$ cat config.mk
export PLATFORM = sky130hd
export DESIGN_NAME = key_wake_unit
export DESIGN_NICKNAME = d
export VERILOG_FILES = /design/src/key_wake_pkg.sv /design/src/key_wake_unit.sv
export SDC_FILE = /design/constraint.sdc
export NUM_CORES = 1
export LEC_CHECK = 0
export BUFFER_PORTS_ARGS = -buffer_cell sky130_fd_sc_hd__buf_4
export CELL_PAD_IN_SITES_DETAIL_PLACEMENT = 0
export CELL_PAD_IN_SITES_GLOBAL_PLACEMENT = 1
export CORE_UTILIZATION = 36
export DETAILED_ROUTE_END_ITERATION = 6
export HOLD_SLACK_MARGIN = 0.12
export MAX_ROUTING_LAYER = met4
export PLACE_DENSITY = 0.83
export SKIP_CTS_REPAIR_TIMING = 1
export SYNTH_ARGS = -nofsm -noshare
export SYNTH_HDL_FRONTEND = slang
export SYNTH_SLANG_ARGS = --single-unit
$ cat constraint.sdc
create_clock -name aclk -period 5.5 [get_ports aclk]
set_input_delay 1.1 -clock aclk [delete_from_list [all_inputs] [get_ports aclk]]
set_output_delay 1.1 -clock aclk [all_outputs]
set_load 0.01 [all_outputs]
$ cat src/key_wake_pkg.sv
// Constants and carrier types for the key wake unit.
// Assumes a single 20 MHz bus clock and an AXI4-Lite register port.
package key_wake_pkg;

  // ==========================================================================
  // Register map
  // ==========================================================================
  // Printed offsets are not all multiples of four, so they are indices
  localparam logic [7:0] KEY_STATUS_CONTROL_IDX = 8'h1A;
  localparam logic [7:0] KEY_INPUT_ENABLES_IDX  = 8'h1B;
  localparam logic [7:0] KEY_PIN_STATE_IDX      = 8'h1C;
  localparam int         ADDR_W                 = 12;

  // Status and control fields
  localparam int SC_SENS_BIT = 0;
  localparam int SC_MASK_BIT = 1;
  localparam int SC_ACK_BIT  = 2;
  localparam int SC_PEND_BIT = 3;

  // Enable register fields
  localparam int EN_WAKE_BIT = 6;
  localparam int NUM_PINS    = 6;

  localparam logic [7:0]  REG_RESET = 8'h00;
  localparam logic [1:0]  RESP_OKAY = 2'h0;
  localparam logic [1:0]  RESP_SLVERR = 2'h2;

  // ==========================================================================
  // State carrier
  // ==========================================================================
  typedef struct packed {
    logic [NUM_PINS-1:0] sync1;
    logic [NUM_PINS-1:0] sync2;
    logic                all_high;
    logic                pin_latch;
    logic                ack_seen;
    logic                wake_latch;
    logic                sensitivity_select;
    logic                request_mask;
    logic [NUM_PINS-1:0] pin_enable_bit;
    logic                wakeup_timer_enable;
    logic                aw_taken;
    logic                w_taken;
    logic [ADDR_W-1:0]   awaddr;
    logic [7:0]          wdata;
    logic                wstrb0;
    logic                bvalid;
    logic [1:0]          bresp;
    logic                rvalid;
    logic [31:0]         rdata;
    logic [1:0]          rresp;
  } key_state_s;

endpackage : key_wake_pkg

$ cat src/key_wake_unit.sv
// Key wake unit: six falling-edge key inputs plus a wake timer request,
// one maskable latched interrupt, registers over AXI4-Lite.
// Assumes pins are asynchronous; vector fetch and break come from the core.
`timescale 1ns/1ps

// What this block does
// RULE_01 - Six key pins, each with its own enable bit.
// RULE_02 - An enabled pin turns its pullup on, whatever the port pullup says.
// RULE_03 - Latch a request when an enabled input falls after all were high.
// RULE_04 - Edge mode: no latch if another enabled input already low.
// RULE_05 - Level mode: request holds until acknowledged and all inputs high.
// RULE_06 - Edge mode: vector fetch or acknowledge clears request at once.
// RULE_07 - Vector fetch of the key vector acts as an internal acknowledge.
// RULE_08 - Writing 1 to acknowledge clears key and wake requests; reads 0.
// RULE_09 - A falling edge after acknowledge latches a fresh request.
// RULE_10 - Wake request cleared only by software acknowledge or reset.
// RULE_11 - Reset clears request and sensitivity even with an input low.
// RULE_12 - Pending flag bit 3 shows any pending request, ignoring mask.
// RULE_13 - Mask bit stops the request reaching the core; reset clears it.
// RULE_14 - Enabled pin is forced to input, overriding its direction bit.
// RULE_15 - Unit runs in wait and stop; unmasked request wakes the core.
// RULE_16 - In break, acknowledge writes ignored unless break clear enable set.
// RULE_17 - Upper four status bits read as zero.
// RULE_18 - Status: sensitivity b0, mask b1, acknowledge b2, pending b3.
// RULE_19 - Enable register: pins in bits 0-5, wake enable bit 6; reset zero.
// RULE_20 - Software masks, enables, acknowledges, then unmasks at init.
// RULE_21 - Software may drive pins high as outputs before enabling them.
// RULE_22 - Each pin passes a two-flop synchroniser before detection.
module key_wake_unit
  import key_wake_pkg::*;
#(
  parameter int PINS = NUM_PINS
) (
  input  wire logic              aclk,
  input  wire logic              aresetn,
  input  wire logic [ADDR_W-1:0] s_axi_awaddr,
  input  wire logic              s_axi_awvalid,
  output logic                   s_axi_awready,
  input  wire logic [31:0]       s_axi_wdata,
  input  wire logic [3:0]        s_axi_wstrb,
  input  wire logic              s_axi_wvalid,
  output logic                   s_axi_wready,
  output logic [1:0]             s_axi_bresp,
  output logic                   s_axi_bvalid,
  input  wire logic              s_axi_bready,
  input  wire logic [ADDR_W-1:0] s_axi_araddr,
  input  wire logic              s_axi_arvalid,
  output logic                   s_axi_arready,
  output logic [31:0]            s_axi_rdata,
  output logic [1:0]             s_axi_rresp,
  output logic                   s_axi_rvalid,
  input  wire logic              s_axi_rready,
  input  wire logic [PINS-1:0]   port_pins_zero_to_five,
  input  wire logic              wakeup_timer_request,
  input  wire logic              vector_fetch_ack,
  input  wire logic              break_state,
  input  wire logic              break_clear_enable,
  output logic                   key_irq,
  output logic                   wake_core,
  output logic [PINS-1:0]        pullup_force,
  output logic [PINS-1:0]        input_force
);

  // ==========================================================================
  // Elaboration checks
  // ==========================================================================
  if (PINS != NUM_PINS) begin : g_bad_pins
    $error("key_wake_unit supports exactly six key pins");
  end
  if (ADDR_W < 10) begin : g_bad_addr
    $error("address too narrow for the register indices");
  end

  // ==========================================================================
  // Word indices
  // ==========================================================================
  // Word index is the byte address without its two lane bits
  localparam logic [ADDR_W-3:0] STATUS_WORD = (ADDR_W-2)'(KEY_STATUS_CONTROL_IDX);
  localparam logic [ADDR_W-3:0] ENABLE_WORD = (ADDR_W-2)'(KEY_INPUT_ENABLES_IDX);
  localparam logic [ADDR_W-3:0] PINS_WORD   = (ADDR_W-2)'(KEY_PIN_STATE_IDX);

  key_state_s q_q;
  key_state_s n_d;

  logic [PINS-1:0] en_low;
  logic            any_low;
  logic            fall_evt;
  logic            sw_ack;
  logic            ack_any;
  logic            aw_now;
  logic            w_now;
  logic            wr_go;
  logic            rd_go;
  logic [ADDR_W-1:0] wr_addr;
  logic [7:0]      wr_byte;
  logic            wr_lane;
  logic            pending;

  // ==========================================================================
  // Combinational next state
  // ==========================================================================
  always_comb begin
    n_d = q_q;

    // RULE_22 two-flop sync
    n_d.sync1 = port_pins_zero_to_five;
    n_d.sync2 = q_q.sync1;

    en_low  = ~q_q.sync2 & q_q.pin_enable_bit;
    any_low = |en_low;
    n_d.all_high = ~any_low;
    // RULE_03 fall after all high
    // RULE_04 edge blocked when one already low
    fall_evt = any_low & q_q.all_high;

    // AXI write: address and data taken in either order
    aw_now = s_axi_awvalid & ~q_q.aw_taken & ~q_q.bvalid;
    w_now  = s_axi_wvalid & ~q_q.w_taken & ~q_q.bvalid;
    if (aw_now) begin
      n_d.aw_taken = 1'b1;
      n_d.awaddr   = s_axi_awaddr;
    end
    if (w_now) begin
      n_d.w_taken = 1'b1;
      n_d.wdata   = s_axi_wdata[7:0];
      n_d.wstrb0  = s_axi_wstrb[0];
    end
    wr_go   = (q_q.aw_taken | aw_now) & (q_q.w_taken | w_now);
    wr_addr = q_q.aw_taken ? q_q.awaddr : s_axi_awaddr;
    wr_byte = q_q.w_taken ? q_q.wdata : s_axi_wdata[7:0];
    wr_lane = q_q.w_taken ? q_q.wstrb0 : s_axi_wstrb[0];

    // A write to a mapped word with byte lane 0 off changes nothing but still answers OKAY
    sw_ack = 1'b0;
    if (wr_go) begin
      n_d.aw_taken = 1'b0;
      n_d.w_taken  = 1'b0;
      n_d.bvalid   = 1'b1;
      n_d.bresp    = RESP_OKAY;
      if (wr_addr[ADDR_W-1:2] == STATUS_WORD && wr_lane) begin
        n_d.sensitivity_select = wr_byte[SC_SENS_BIT];
        // RULE_13 mask bit write
        n_d.request_mask = wr_byte[SC_MASK_BIT];
        // RULE_16 break protects latch
        sw_ack = wr_byte[SC_ACK_BIT] & (~break_state | break_clear_enable);
      end else if (wr_addr[ADDR_W-1:2] == ENABLE_WORD && wr_lane) begin
        // RULE_01 per-pin enables
        // RULE_19 wake enable bit 6
        n_d.pin_enable_bit      = wr_byte[PINS-1:0];
        n_d.wakeup_timer_enable = wr_byte[EN_WAKE_BIT];
      end else if (wr_addr[ADDR_W-1:2] != ENABLE_WORD &&
                   wr_addr[ADDR_W-1:2] != STATUS_WORD &&
                   wr_addr[ADDR_W-1:2] != PINS_WORD) begin
        n_d.bresp = RESP_SLVERR;
      end
    end
    if (q_q.bvalid && s_axi_bready) begin
      n_d.bvalid = 1'b0;
    end

    // RULE_07 vector fetch acknowledges
    // RULE_08 acknowledge clears both latches
    ack_any = sw_ack | vector_fetch_ack;

    // RULE_06 edge mode clears at once
    // RULE_05 level mode waits for both
    // RULE_09 new fall wins over ack
    // Set wins: a fall in the acknowledge cycle keeps the latch
    if (fall_evt) begin
      n_d.pin_latch = 1'b1;
      n_d.ack_seen  = 1'b0;
    end else if (q_q.pin_latch) begin
      if (!q_q.sensitivity_select) begin
        if (ack_any) begin
          n_d.pin_latch = 1'b0;
        end
      end else begin
        if ((ack_any | q_q.ack_seen) & ~any_low) begin
          n_d.pin_latch = 1'b0;
          n_d.ack_seen  = 1'b0;
        end else if (ack_any) begin
          n_d.ack_seen = 1'b1;
        end
      end
    end
    // Level mode: a low level re-asserts after an ack if inputs stay low
    if (q_q.sensitivity_select && any_low && !q_q.pin_latch && !fall_evt) begin
      n_d.pin_latch = 1'b1;
    end

    // RULE_10 wake cleared by software only
    if (wakeup_timer_request & q_q.wakeup_timer_enable) begin
      n_d.wake_latch = 1'b1;
    end else if (sw_ack) begin
      n_d.wake_latch = 1'b0;
    end

    // Read channel: one answer at a time, one cycle after the address
    // Unmapped reads answer SLVERR with zero data so software sees a clean word
    rd_go = s_axi_arvalid & ~q_q.rvalid;
    if (rd_go) begin
      n_d.rvalid = 1'b1;
      n_d.rresp  = RESP_OKAY;
      n_d.rdata  = 32'h0000_0000;
      if (s_axi_araddr[ADDR_W-1:2] == STATUS_WORD) begin
        // RULE_17 upper bits zero
        // RULE_18 status layout, ack reads 0
        // RULE_12 pending ignores mask
        n_d.rdata[SC_SENS_BIT] = q_q.sensitivity_select;
        n_d.rdata[SC_MASK_BIT] = q_q.request_mask;
        n_d.rdata[SC_PEND_BIT] = q_q.pin_latch | q_q.wake_latch;
      end else if (s_axi_araddr[ADDR_W-1:2] == ENABLE_WORD) begin
        n_d.rdata[PINS-1:0]    = q_q.pin_enable_bit;
        n_d.rdata[EN_WAKE_BIT] = q_q.wakeup_timer_enable;
      end else if (s_axi_araddr[ADDR_W-1:2] == PINS_WORD) begin
        n_d.rdata[PINS-1:0] = q_q.sync2;
      end else begin
        n_d.rresp = RESP_SLVERR;
      end
    end else if (q_q.rvalid && s_axi_rready) begin
      n_d.rvalid = 1'b0;
    end
  end

  // ==========================================================================
  // State register
  // ==========================================================================
  // RULE_11 reset clears latch and sensitivity
  always_ff @(posedge aclk) begin
    if (!aresetn) begin
      q_q <= '0;
    end else begin
      q_q <= n_d;
    end
  end

  // ==========================================================================
  // Outputs
  // ==========================================================================
  assign s_axi_awready = ~q_q.aw_taken & ~q_q.bvalid;
  assign s_axi_wready  = ~q_q.w_taken & ~q_q.bvalid;
  assign s_axi_bvalid  = q_q.bvalid;
  assign s_axi_bresp   = q_q.bresp;
  assign s_axi_arready = ~q_q.rvalid;
  assign s_axi_rvalid  = q_q.rvalid;
  assign s_axi_rdata   = q_q.rdata;
  assign s_axi_rresp   = q_q.rresp;

  assign pending = q_q.pin_latch | q_q.wake_latch;
  // RULE_13 mask gates the request
  // RULE_15 unmasked request wakes core
  assign key_irq   = pending & ~q_q.request_mask;
  assign wake_core = pending & ~q_q.request_mask;
  // RULE_02 forced pullup
  assign pullup_force = q_q.pin_enable_bit;
  // RULE_14 forced input direction
  assign input_force  = q_q.pin_enable_bit;
endmodule : key_wake_unit

# [Word-level counts from Yosys, hierarchy flattened]
# Cells that the tools add are included.
# W data, S select, Z words.
[word_totals] reg_bits=60 out_inout_bits=55 elab_cells=110
[op_classes] reduce_logical=21 mux=31 bitwise=30 eq_ne=8
[ops] operator="$eq A10 B5 Y1 const B" n=5
[ops] operator="$ne A10 B5 Y1 const B" n=3
[ops] operator="$mux W2" n=9
[ops] operator="$mux W1" n=17
[ops] operator="$and A1 B1 Y1" n=13
[ops] operator="$mux W12" n=1
[ops] operator="$mux W6" n=2
[ops] operator="$logic_and A1 B1 Y1" n=9
[ops] operator="$not A1 Y1" n=9
[ops] operator="$mux W7" n=1
[ops] operator="$and A6 B6 Y6" n=1
[ops] operator="$not A6 Y6" n=1
[ops] operator="$or A1 B1 Y1" n=6
[ops] operator="$reduce_and A3 Y1" n=2
[ops] operator="$reduce_bool A2 Y1" n=3
[ops] operator="$reduce_or A2 Y1" n=3
[ops] operator="$reduce_or A6 Y1" n=1
[ops] operator="$mux W3" n=1
[ops] operator="$logic_not A1 Y1" n=2
[ops] operator="$reduce_and A2 Y1" n=1

# [Longest topological paths before layout]
# Gate-level depths: netlist (run 1).
[logic_depth] ltp_word=14 depth_mapped=7

# [Worst setup path after synthesis (run 1)]
# No wires, ideal clock.
[synth_path] path_kind="input to register" from="input s_axi_awaddr[10]" to="register q_q[72] (netlist bit)" path_buffers=0 cell_stages=5 t_arrival_ns=2.673 setup_slack_ns=2.705 t_required_ns=5.378 path_cell_list="or4b_1 a221o_2 nor4_4 nor3_1 o311a_1"
[synth_between] elab_chain_cells=13
[synth_lines] item="start, declared" line="key_wake_unit.sv:36" text="input wire logic [ADDR_W-1:0] s_axi_awaddr,"
[synth_lines] item="$mux W12 *" line="key_wake_unit.sv:129" text="wr_addr = q_q.aw_taken ? q_q.awaddr : s_axi_awaddr;"
[synth_lines] item="$eq A10 B5 Y1 *" line="key_wake_unit.sv:140" text="if (wr_addr[ADDR_W-1:2] == STATUS_WORD && wr_lane) begin"
[synth_lines] item="$logic_and A1 B1 Y1 *" line="key_wake_unit.sv:140"
[synth_lines] item="$mux W1 *" line="key_wake_unit.sv:140"
[synth_lines] item="$mux W1 *" line="key_wake_unit.sv:135" text="if (wr_go) begin"
[synth_lines] item="$or A1 B1 Y1 *" line="key_wake_unit.sv:163" text="ack_any = sw_ack | vector_fetch_ack;"
[synth_lines] item="$or A1 B1 Y1" line="key_wake_unit.sv:178" text="if ((ack_any | q_q.ack_seen) & ~any_low) begin"
[synth_lines] item="$and A1 B1 Y1" line="key_wake_unit.sv:178"
[synth_lines] item="$mux W1" line="key_wake_unit.sv:178"
[synth_lines] item="$mux W1 *" line="key_wake_unit.sv:173" text="if (!q_q.sensitivity_select) begin"
[synth_lines] item="$mux W2 *" line="key_wake_unit.sv:172" text="end else if (q_q.pin_latch) begin"
[synth_lines] item="$mux W2 *" line="key_wake_unit.sv:169" text="if (fall_evt) begin"
[synth_lines] item="$mux W1 *" line="key_wake_unit.sv:187" text="if (q_q.sensitivity_select && any_low && !q_q.pin_latch && !fall_evt) begin"
[synth_lines] item="end signal, assigned" line="key_wake_unit.sv:233" text="q_q <= n_d;"
[synth_lines] item="end, declared" line="key_wake_unit.sv:82" text="key_state_s q_q;"
# Every way passes the cells marked *; elsewhere a longest branch is shown, timed or not.
# A chain may end at the register's enable or synchronous reset.

# [Worst setup path after layout (run 1)]
[layout_path] from="input s_axi_awaddr[10]" to="register q_q (netlist bit input_force[5])"
[layout_between] elab_chain_cells=5
[layout_lines] item="$mux W12 *" line="key_wake_unit.sv:129"
[layout_lines] item="$eq A10 B5 Y1" line="key_wake_unit.sv:140"
[layout_lines] item="$logic_and A1 B1 Y1" line="key_wake_unit.sv:140"
[layout_lines] item="$not A1 Y1 (no line)"
[layout_lines] item="$reduce_and A3 Y1 (no line) *"
# Marked as above.

==> flow_metrics.env, run 1 <==
export IMPL_netlist_area_um2=2820
export IMPL_reg2reg_slack_ns=3.06
export IMPL_worst_pin_slew_ns=0.768
export IMPL_dieArea_um2=8200
export IMPL_p_leak_nw=1.40
export IMPL_criticalPathCategory="primary input to register"
export IMPL_track_usage_pct=14.1
export IMPL_path_buf_inv=1
export IMPL_grt_pass1_vias=1904
export IMPL_drtPass1Iterations=4
export IMPL_fin_tns_setup_ns=0
export IMPL_crit_fanout=12
export IMPL_synth_avg_cell_area_um2=9.13
export IMPL_rows=31
export IMPL_clockBufferDepth=2
export IMPL_final_common_cell="buf_4"
export IMPL_grt_start_max_net_pins=60
export IMPL_rsz0062_at_grt="no"
export IMPL_r2r_start="q_q[60]"
export IMPL_drv_cap=0
export IMPL_finalClockSkew_ns=0.00794
export IMPL_synth_top_area_cell="dfxtp_1"
export IMPL_grt_first_pass_wirelength_mm=9.10
export IMPL_port_buffers=72
export IMPL_h_tree_depth=2
export IMPL_drc=0
export IMPL_min_path_type="register to register"
export IMPL_slowest_stage="nor4_4"
export IMPL_crit_family="simple AND/OR/NAND/NOR gates"
export IMPL_grt_antenna_before_repair=0
export IMPL_r2r_cells=5
export IMPL_final_cell_mix="72 x buf_4, 56 x dfxtp_1, 38 x nand2_1"
export IMPL_vias=2046
export IMPL_period_share_pct=52.7
export IMPL_crit_path_cell_trace="buf_4, or4b_1, a221o_2, nor4_4, nand2_1, o211a_1"
export IMPL_hold_viol=0
export IMPL_yosys_top_cells_area="dfxtp_1 40%, buf_4 13%, mux2i_1 8.2%"
export IMPL_synth_top_area_share_pct=39.7
export IMPL_arrival_ns=3.10
export IMPL_cts_tree="built"
export IMPL_timing_final_crit_period_ns=2.90
export IMPL_ant_nets=0
export IMPL_initial_utilization_pct=38.1
export IMPL_cts_buffers=5
export IMPL_overflow=0
export IMPL_setup_viol=0
export IMPL_vias_per_cell=4.52
export IMPL_hold_depth=1
export IMPL_critPathLaunchType="primary input"
export IMPL_reg2reg_to="input_force[5]"
export IMPL_drive_gt1_share_pct=25.1
export IMPL_ys_types=43
export IMPL_drv_slew=0
export IMPL_outcome="completed"
export IMPL_fmax_mhz=345
export IMPL_crit_required_ns=5.70
export IMPL_core_area_um2=7410
export IMPL_synth_seq_cells=56
export IMPL_ir_worst_vdd_v=0.000103
export IMPL_area_delta_synth_final_pct=15.4
export IMPL_layout_nets=430
export IMPL_diodes=0
export IMPL_die_w_um=90.5
export IMPL_finalWeightedCongestion=0.759
export IMPL_ys_warn_count=0
export IMPL_powerDensity_nw_per_um2=243
export IMPL_slowest_delay_ns=0.65
export IMPL_final_instance_count_excl_fill=453
export IMPL_clock_latency_ns=0.30
export IMPL_drt_iter0_drc=79
export IMPL_synth_edf_count=0
export IMPL_holdCritStartpoint="n_d[74]"
export IMPL_post_dp_cell_area_um2=3160
export IMPL_hold_end="q_q[74]"
export IMPL_wl_per_cell_um=12.1
export IMPL_synth_flop_cell="dfxtp_1"
export IMPL_ioPinCount=132
export IMPL_cts_root_buf="clkbuf_8"
export IMPL_seq_area_frac_synth_pct=39.7
export IMPL_clock_sinks=56
export IMPL_max_slew_margin_pct=48.4
export IMPL_fp_dieH_um=90.5
export IMPL_syn_instance_count=309
export IMPL_final_cell_area_um2=3260
export IMPL_dpl_hpwl_mm=4.14
export IMPL_wirelength_mm=5.50
export IMPL_synth_async_sr_flop_share_pct=0
export IMPL_endpoint_kind="register"
export IMPL_dp_cells=445
export IMPL_clkTransAtPathRegs_ns=0.10
[power breakdown]
group,internal [mW],switching (mW)
Sequential,0.424,0.0155
Clock,0.102,0.130
Combinational,0.0599,0.0577
[through the flow]
| stage | utilization, % | hold WS [ns] | power (mW) | worst slack (ns) |
|---|---|---|---|---|
| after floorplan | - | 0.412 | 0.535 | 2.70 |
| after global placement | 42.6 | 0.418 | 0.565 | 2.32 |
| after detailed placement | 42.6 | 0.423 | 0.567 | 2.29 |
| after CTS | 43.9 | 0.439 | 0.800 | 2.62 |
| after global routing | 43.9 | 0.455 | 0.831 | 2.49 |
| final | 43.9 | 0.437 | 0.790 | 2.60 |
[cell usage after synthesis, drive strengths merged (2+ instances only)]
cell     instances
nand2b           9
nor3             3
nor2b           16
and2            17
nor4             3
a22oi            5
dfxtp           56
a21oi            4
mux2             4
o311ai           2
and3             2
o211a            5
o22ai            3
a21boi          13
inv              6
nor2            12
nor3b            2
nand3            2
o21ai            7
a32oi            3
nand4bb          2
buf             54
nand2           38
or4b             2
mux2i           23
clkbuf           7
[worst max path at each step]
stage	startpoint	to	slack (ns)	depth (start not counted)
2_1_floorplan	s_axi_awaddr[10]	q_q[72]	2.70	5
3_3_place_gp	s_axi_awaddr[10]	input_force[4]	2.32	6
3_5_place_dp	s_axi_awaddr[10]	q_q[61]	2.29	6
4_1_cts	s_axi_awaddr[10]	input_force[5]	2.62	6
5_1_grt	s_axi_awaddr[10]	input_force[3]	2.49	6
6_report	s_axi_awaddr[10]	input_force[5]	2.60	6
[routing by layer]
layer  vias up  part of all wire (%)  GRT usage, %
met5         -                     0             -
met4         0                  0.75          4.03
met3         2                   4.5          3.11
met2        59                    48          23.2
met1       926                    47          17.3
li1       1059                     -             -
[cell families after synthesis]
| logic type | count (synthesis) | share of synthesized area (%) |
|---|---|---|
| AO/OA/AOI/OAI | 47 | 12.6 |
| buffers and inverters | 67 | 15.9 |
| flip-flops | 56 | 39.7 |
| multiplexers | 27 | 9.76 |
| other | 1 | 0.133 |
| AND/OR/NAND/NOR | 111 | 21.9 |
[state kept, by name, summed over array words and instances (netlist names)]
signal and cells:
s_axi_bvalid 1, input_force 6, q_q 33, n_d 6, s_axi_rresp 1, s_axi_rdata 7, s_axi_bresp 1, s_axi_rvalid 1
[final cells by class]
| cell class | count | area (um2) |
|---|---|---|
| Sequential cell | 56 | 1120 |
| Timing Repair Buffer | 72 | 541 |
| Multi-Input combinational cell | 212 | 1350 |
| Fill cell | 743 | 4150 |
| Inverter | 6 | 22.5 |
| Clock inverter | 2 | 15.0 |
| Clock buffer | 6 | 82.6 |
| Tap cell | 99 | 124 |
Power figures use the tool's default switching activity.
==> run 2: changes to the inputs <==
--- a/config.mk
+++ b/config.mk
@@ -8,11 +8,11 @@
 export BUFFER_PORTS_ARGS = -buffer_cell sky130_fd_sc_hd__buf_4
 export CELL_PAD_IN_SITES_DETAIL_PLACEMENT = 0
 export CELL_PAD_IN_SITES_GLOBAL_PLACEMENT = 1
-export CORE_UTILIZATION = 36
+export CORE_UTILIZATION = 30
 export DETAILED_ROUTE_END_ITERATION = 6
 export HOLD_SLACK_MARGIN = 0.12
 export MAX_ROUTING_LAYER = met4
-export PLACE_DENSITY = 0.83
+export PLACE_DENSITY = 0.74
 export SKIP_CTS_REPAIR_TIMING = 1
 export SYNTH_ARGS = -nofsm -noshare
 export SYNTH_HDL_FRONTEND = slang
==> constraint.sdc (replaced) <==
create_clock -name aclk -period 2.4 [get_ports aclk]
set_input_delay 0.48 -clock aclk [delete_from_list [all_inputs] [get_ports aclk]]
set_output_delay 0.48 -clock aclk [all_outputs]
set_load 0.01 [all_outputs]
==> run 2 against run 1 <==
Effect of this change: routed wire length grew 2.8%; highest routed layer unchanged; via count grew 2.1%; clock-buffer cell count down 1; cell count grew 4.0%; critical path depth stayed put; largest cell class unchanged; sequential power is 130% higher; combinational power grew 140%.
==> flow_metrics.env, run 2 (same netlist as run 1, synthesis figures left out) <==
export IMPL_drv_slew=0
export IMPL_hold_depth=2
export IMPL_max_slew_margin_pct=52.5
export IMPL_core_area_um2=9200
export IMPL_layout_nets=436
export IMPL_worst_hold_slack_ns=0.366
export IMPL_ioPinCount=132
export IMPL_rsz0062_at_grt="no"
export IMPL_worst_pin_slew_ns=0.712
export IMPL_seq_power_share_pct=55.2
export IMPL_fmax_mhz=485
export IMPL_crit_required_ns=2.60
export IMPL_finalClockSkew_ns=0.00975
export IMPL_clkTransAtPathRegs_ns=0.10
export IMPL_path_buf_inv=1
export IMPL_criticalPathCategory="primary input to register"
export IMPL_clock_latency_ns=0.31
export IMPL_clockPowerShare_pct=28.9
export IMPL_setup_viol=0
export IMPL_arrival_ns=2.26
export IMPL_grt_first_pass_wirelength_mm=9.00
export IMPL_crit_cells=6
export IMPL_p_leak_nw=1.43
export IMPL_dpl_hpwl_mm=4.28
export IMPL_cts_buffers=5
export IMPL_p_sw_uw=481
export IMPL_area_delta_synth_final_pct=17.7
export IMPL_crit_family="simple AND/OR/NAND/NOR gates"
export IMPL_die_w_um=99.0
export IMPL_ir_worst_vdd_v=0.000251
export IMPL_timing_final_crit_period_ns=2.06
export IMPL_regMostFlops="q_q"
export IMPL_ant_nets=0
export IMPL_drv_cap=0
export IMPL_combPwrFrac_pct=15.9
export IMPL_diodes=0
export IMPL_finalWeightedCongestion=0.763
export IMPL_dieArea_um2=9800
export IMPL_power_internal_mw=1.32
export IMPL_cts_root_buf="clkbuf_8"
export IMPL_final_cell_area_um2=3320
export IMPL_period_share_pct=85.9
export IMPL_crit_fanout=4
export IMPL_switching_share_pct=26.7
export IMPL_clock_sinks=56
export IMPL_vias_per_cell=4.43
export IMPL_final_cell_mix="77 x buf_4, 56 x dfxtp_1, 38 x nand2_1"
export IMPL_slowest_stage="or4b_1"
export IMPL_overflow=0
export IMPL_vias=2088
export IMPL_hold_viol=0
export IMPL_r2r_cells=5
export IMPL_drtPass1Iterations=4
export IMPL_post_dp_cell_area_um2=3230
export IMPL_outcome="completed"
export IMPL_endpoint_kind="register"
export IMPL_cts_tree="built"
export IMPL_port_buffers=72
export IMPL_min_path_type="primary input to register"
export IMPL_grt_pass1_vias=1870
export IMPL_fin_tns_setup_ns=0
export IMPL_powerDensity_nw_per_um2=543
export IMPL_wirelength_mm=5.65
export IMPL_crit_path_cell_trace="buf_4, or4b_1, a221o_2, nor4_4, nor3_1, o311a_1"
export IMPL_initial_utilization_pct=30.7
export IMPL_final_common_cell="buf_4"
export IMPL_track_usage_pct=12.0
export IMPL_drc=0
export IMPL_fp_dieH_um=99.0
export IMPL_wl_per_cell_um=12.0
export IMPL_critPathLaunchType="primary input"
export IMPL_rows=35
export IMPL_largest_register_ffs=33
export IMPL_grt_antenna_before_repair=0
export IMPL_clockBufferDepth=2
export IMPL_slowest_delay_ns=0.52
export IMPL_h_tree_depth=2
export IMPL_drt_iter0_drc=58
export IMPL_grt_start_max_net_pins=38
export IMPL_drive_gt1_share_pct=26.4
run 2: per-stage QoR:
step	util (%)	setup WS (ns)	power, mW	instances
floorplan	-	0.225	1.23	335
global placement	35.1	0.0382	1.30	463
detailed placement	35.1	0.0273	1.31	463
CTS	36.1	0.358	1.83	471
global route	36.1	0.219	1.90	471
finish	36.1	0.339	1.80	471
run 2: metal layers:
layer  global-route usage [%]  part of all wire, %
met1                     15.3                   48
met2                     18.7                   47
met4                     4.48                  1.4
met5                        -                    0
met3                     2.34                  4.3
run 2: power by group through the flow:
stage               logic [mW]  registers (mW)  clock network, mW
finish                   0.287           0.996              0.521
global route             0.317            1.00              0.587
CTS                      0.290           0.996              0.544
detailed placement       0.289            1.02                  0
global placement         0.287            1.02                  0
floorplan                0.214            1.01                  0
run 2: worst paths after layout:
kind                             startpoint       to  slack, ns
setup reg to reg                    q_q[60]  q_q[72]       0.35
hold reg to reg                     n_d[79]  q_q[79]       0.44
hold / removal    port_pins_zero_to_five[0]  n_d[74]       0.37
setup / recovery           s_axi_awaddr[10]  q_q[72]       0.34
run 2: cell type report:
cell class	count	area, um2
sequential	56	1120
multi-input combinational	212	1350
clock inverter	3	21.3
fill	958	5880
inverter	6	22.5
timing repair buffer	78	598
clock buffer	5	68.8
tap	111	139
run 2: worst register-to-register path: stages, from the launching register on:
cell and delay (ns):
dfxtp_1 0.32, or4b_1 0.47, a221o_2 0.45, nor4_4 0.34, nor3_1 0.08, o311a_1 0.29
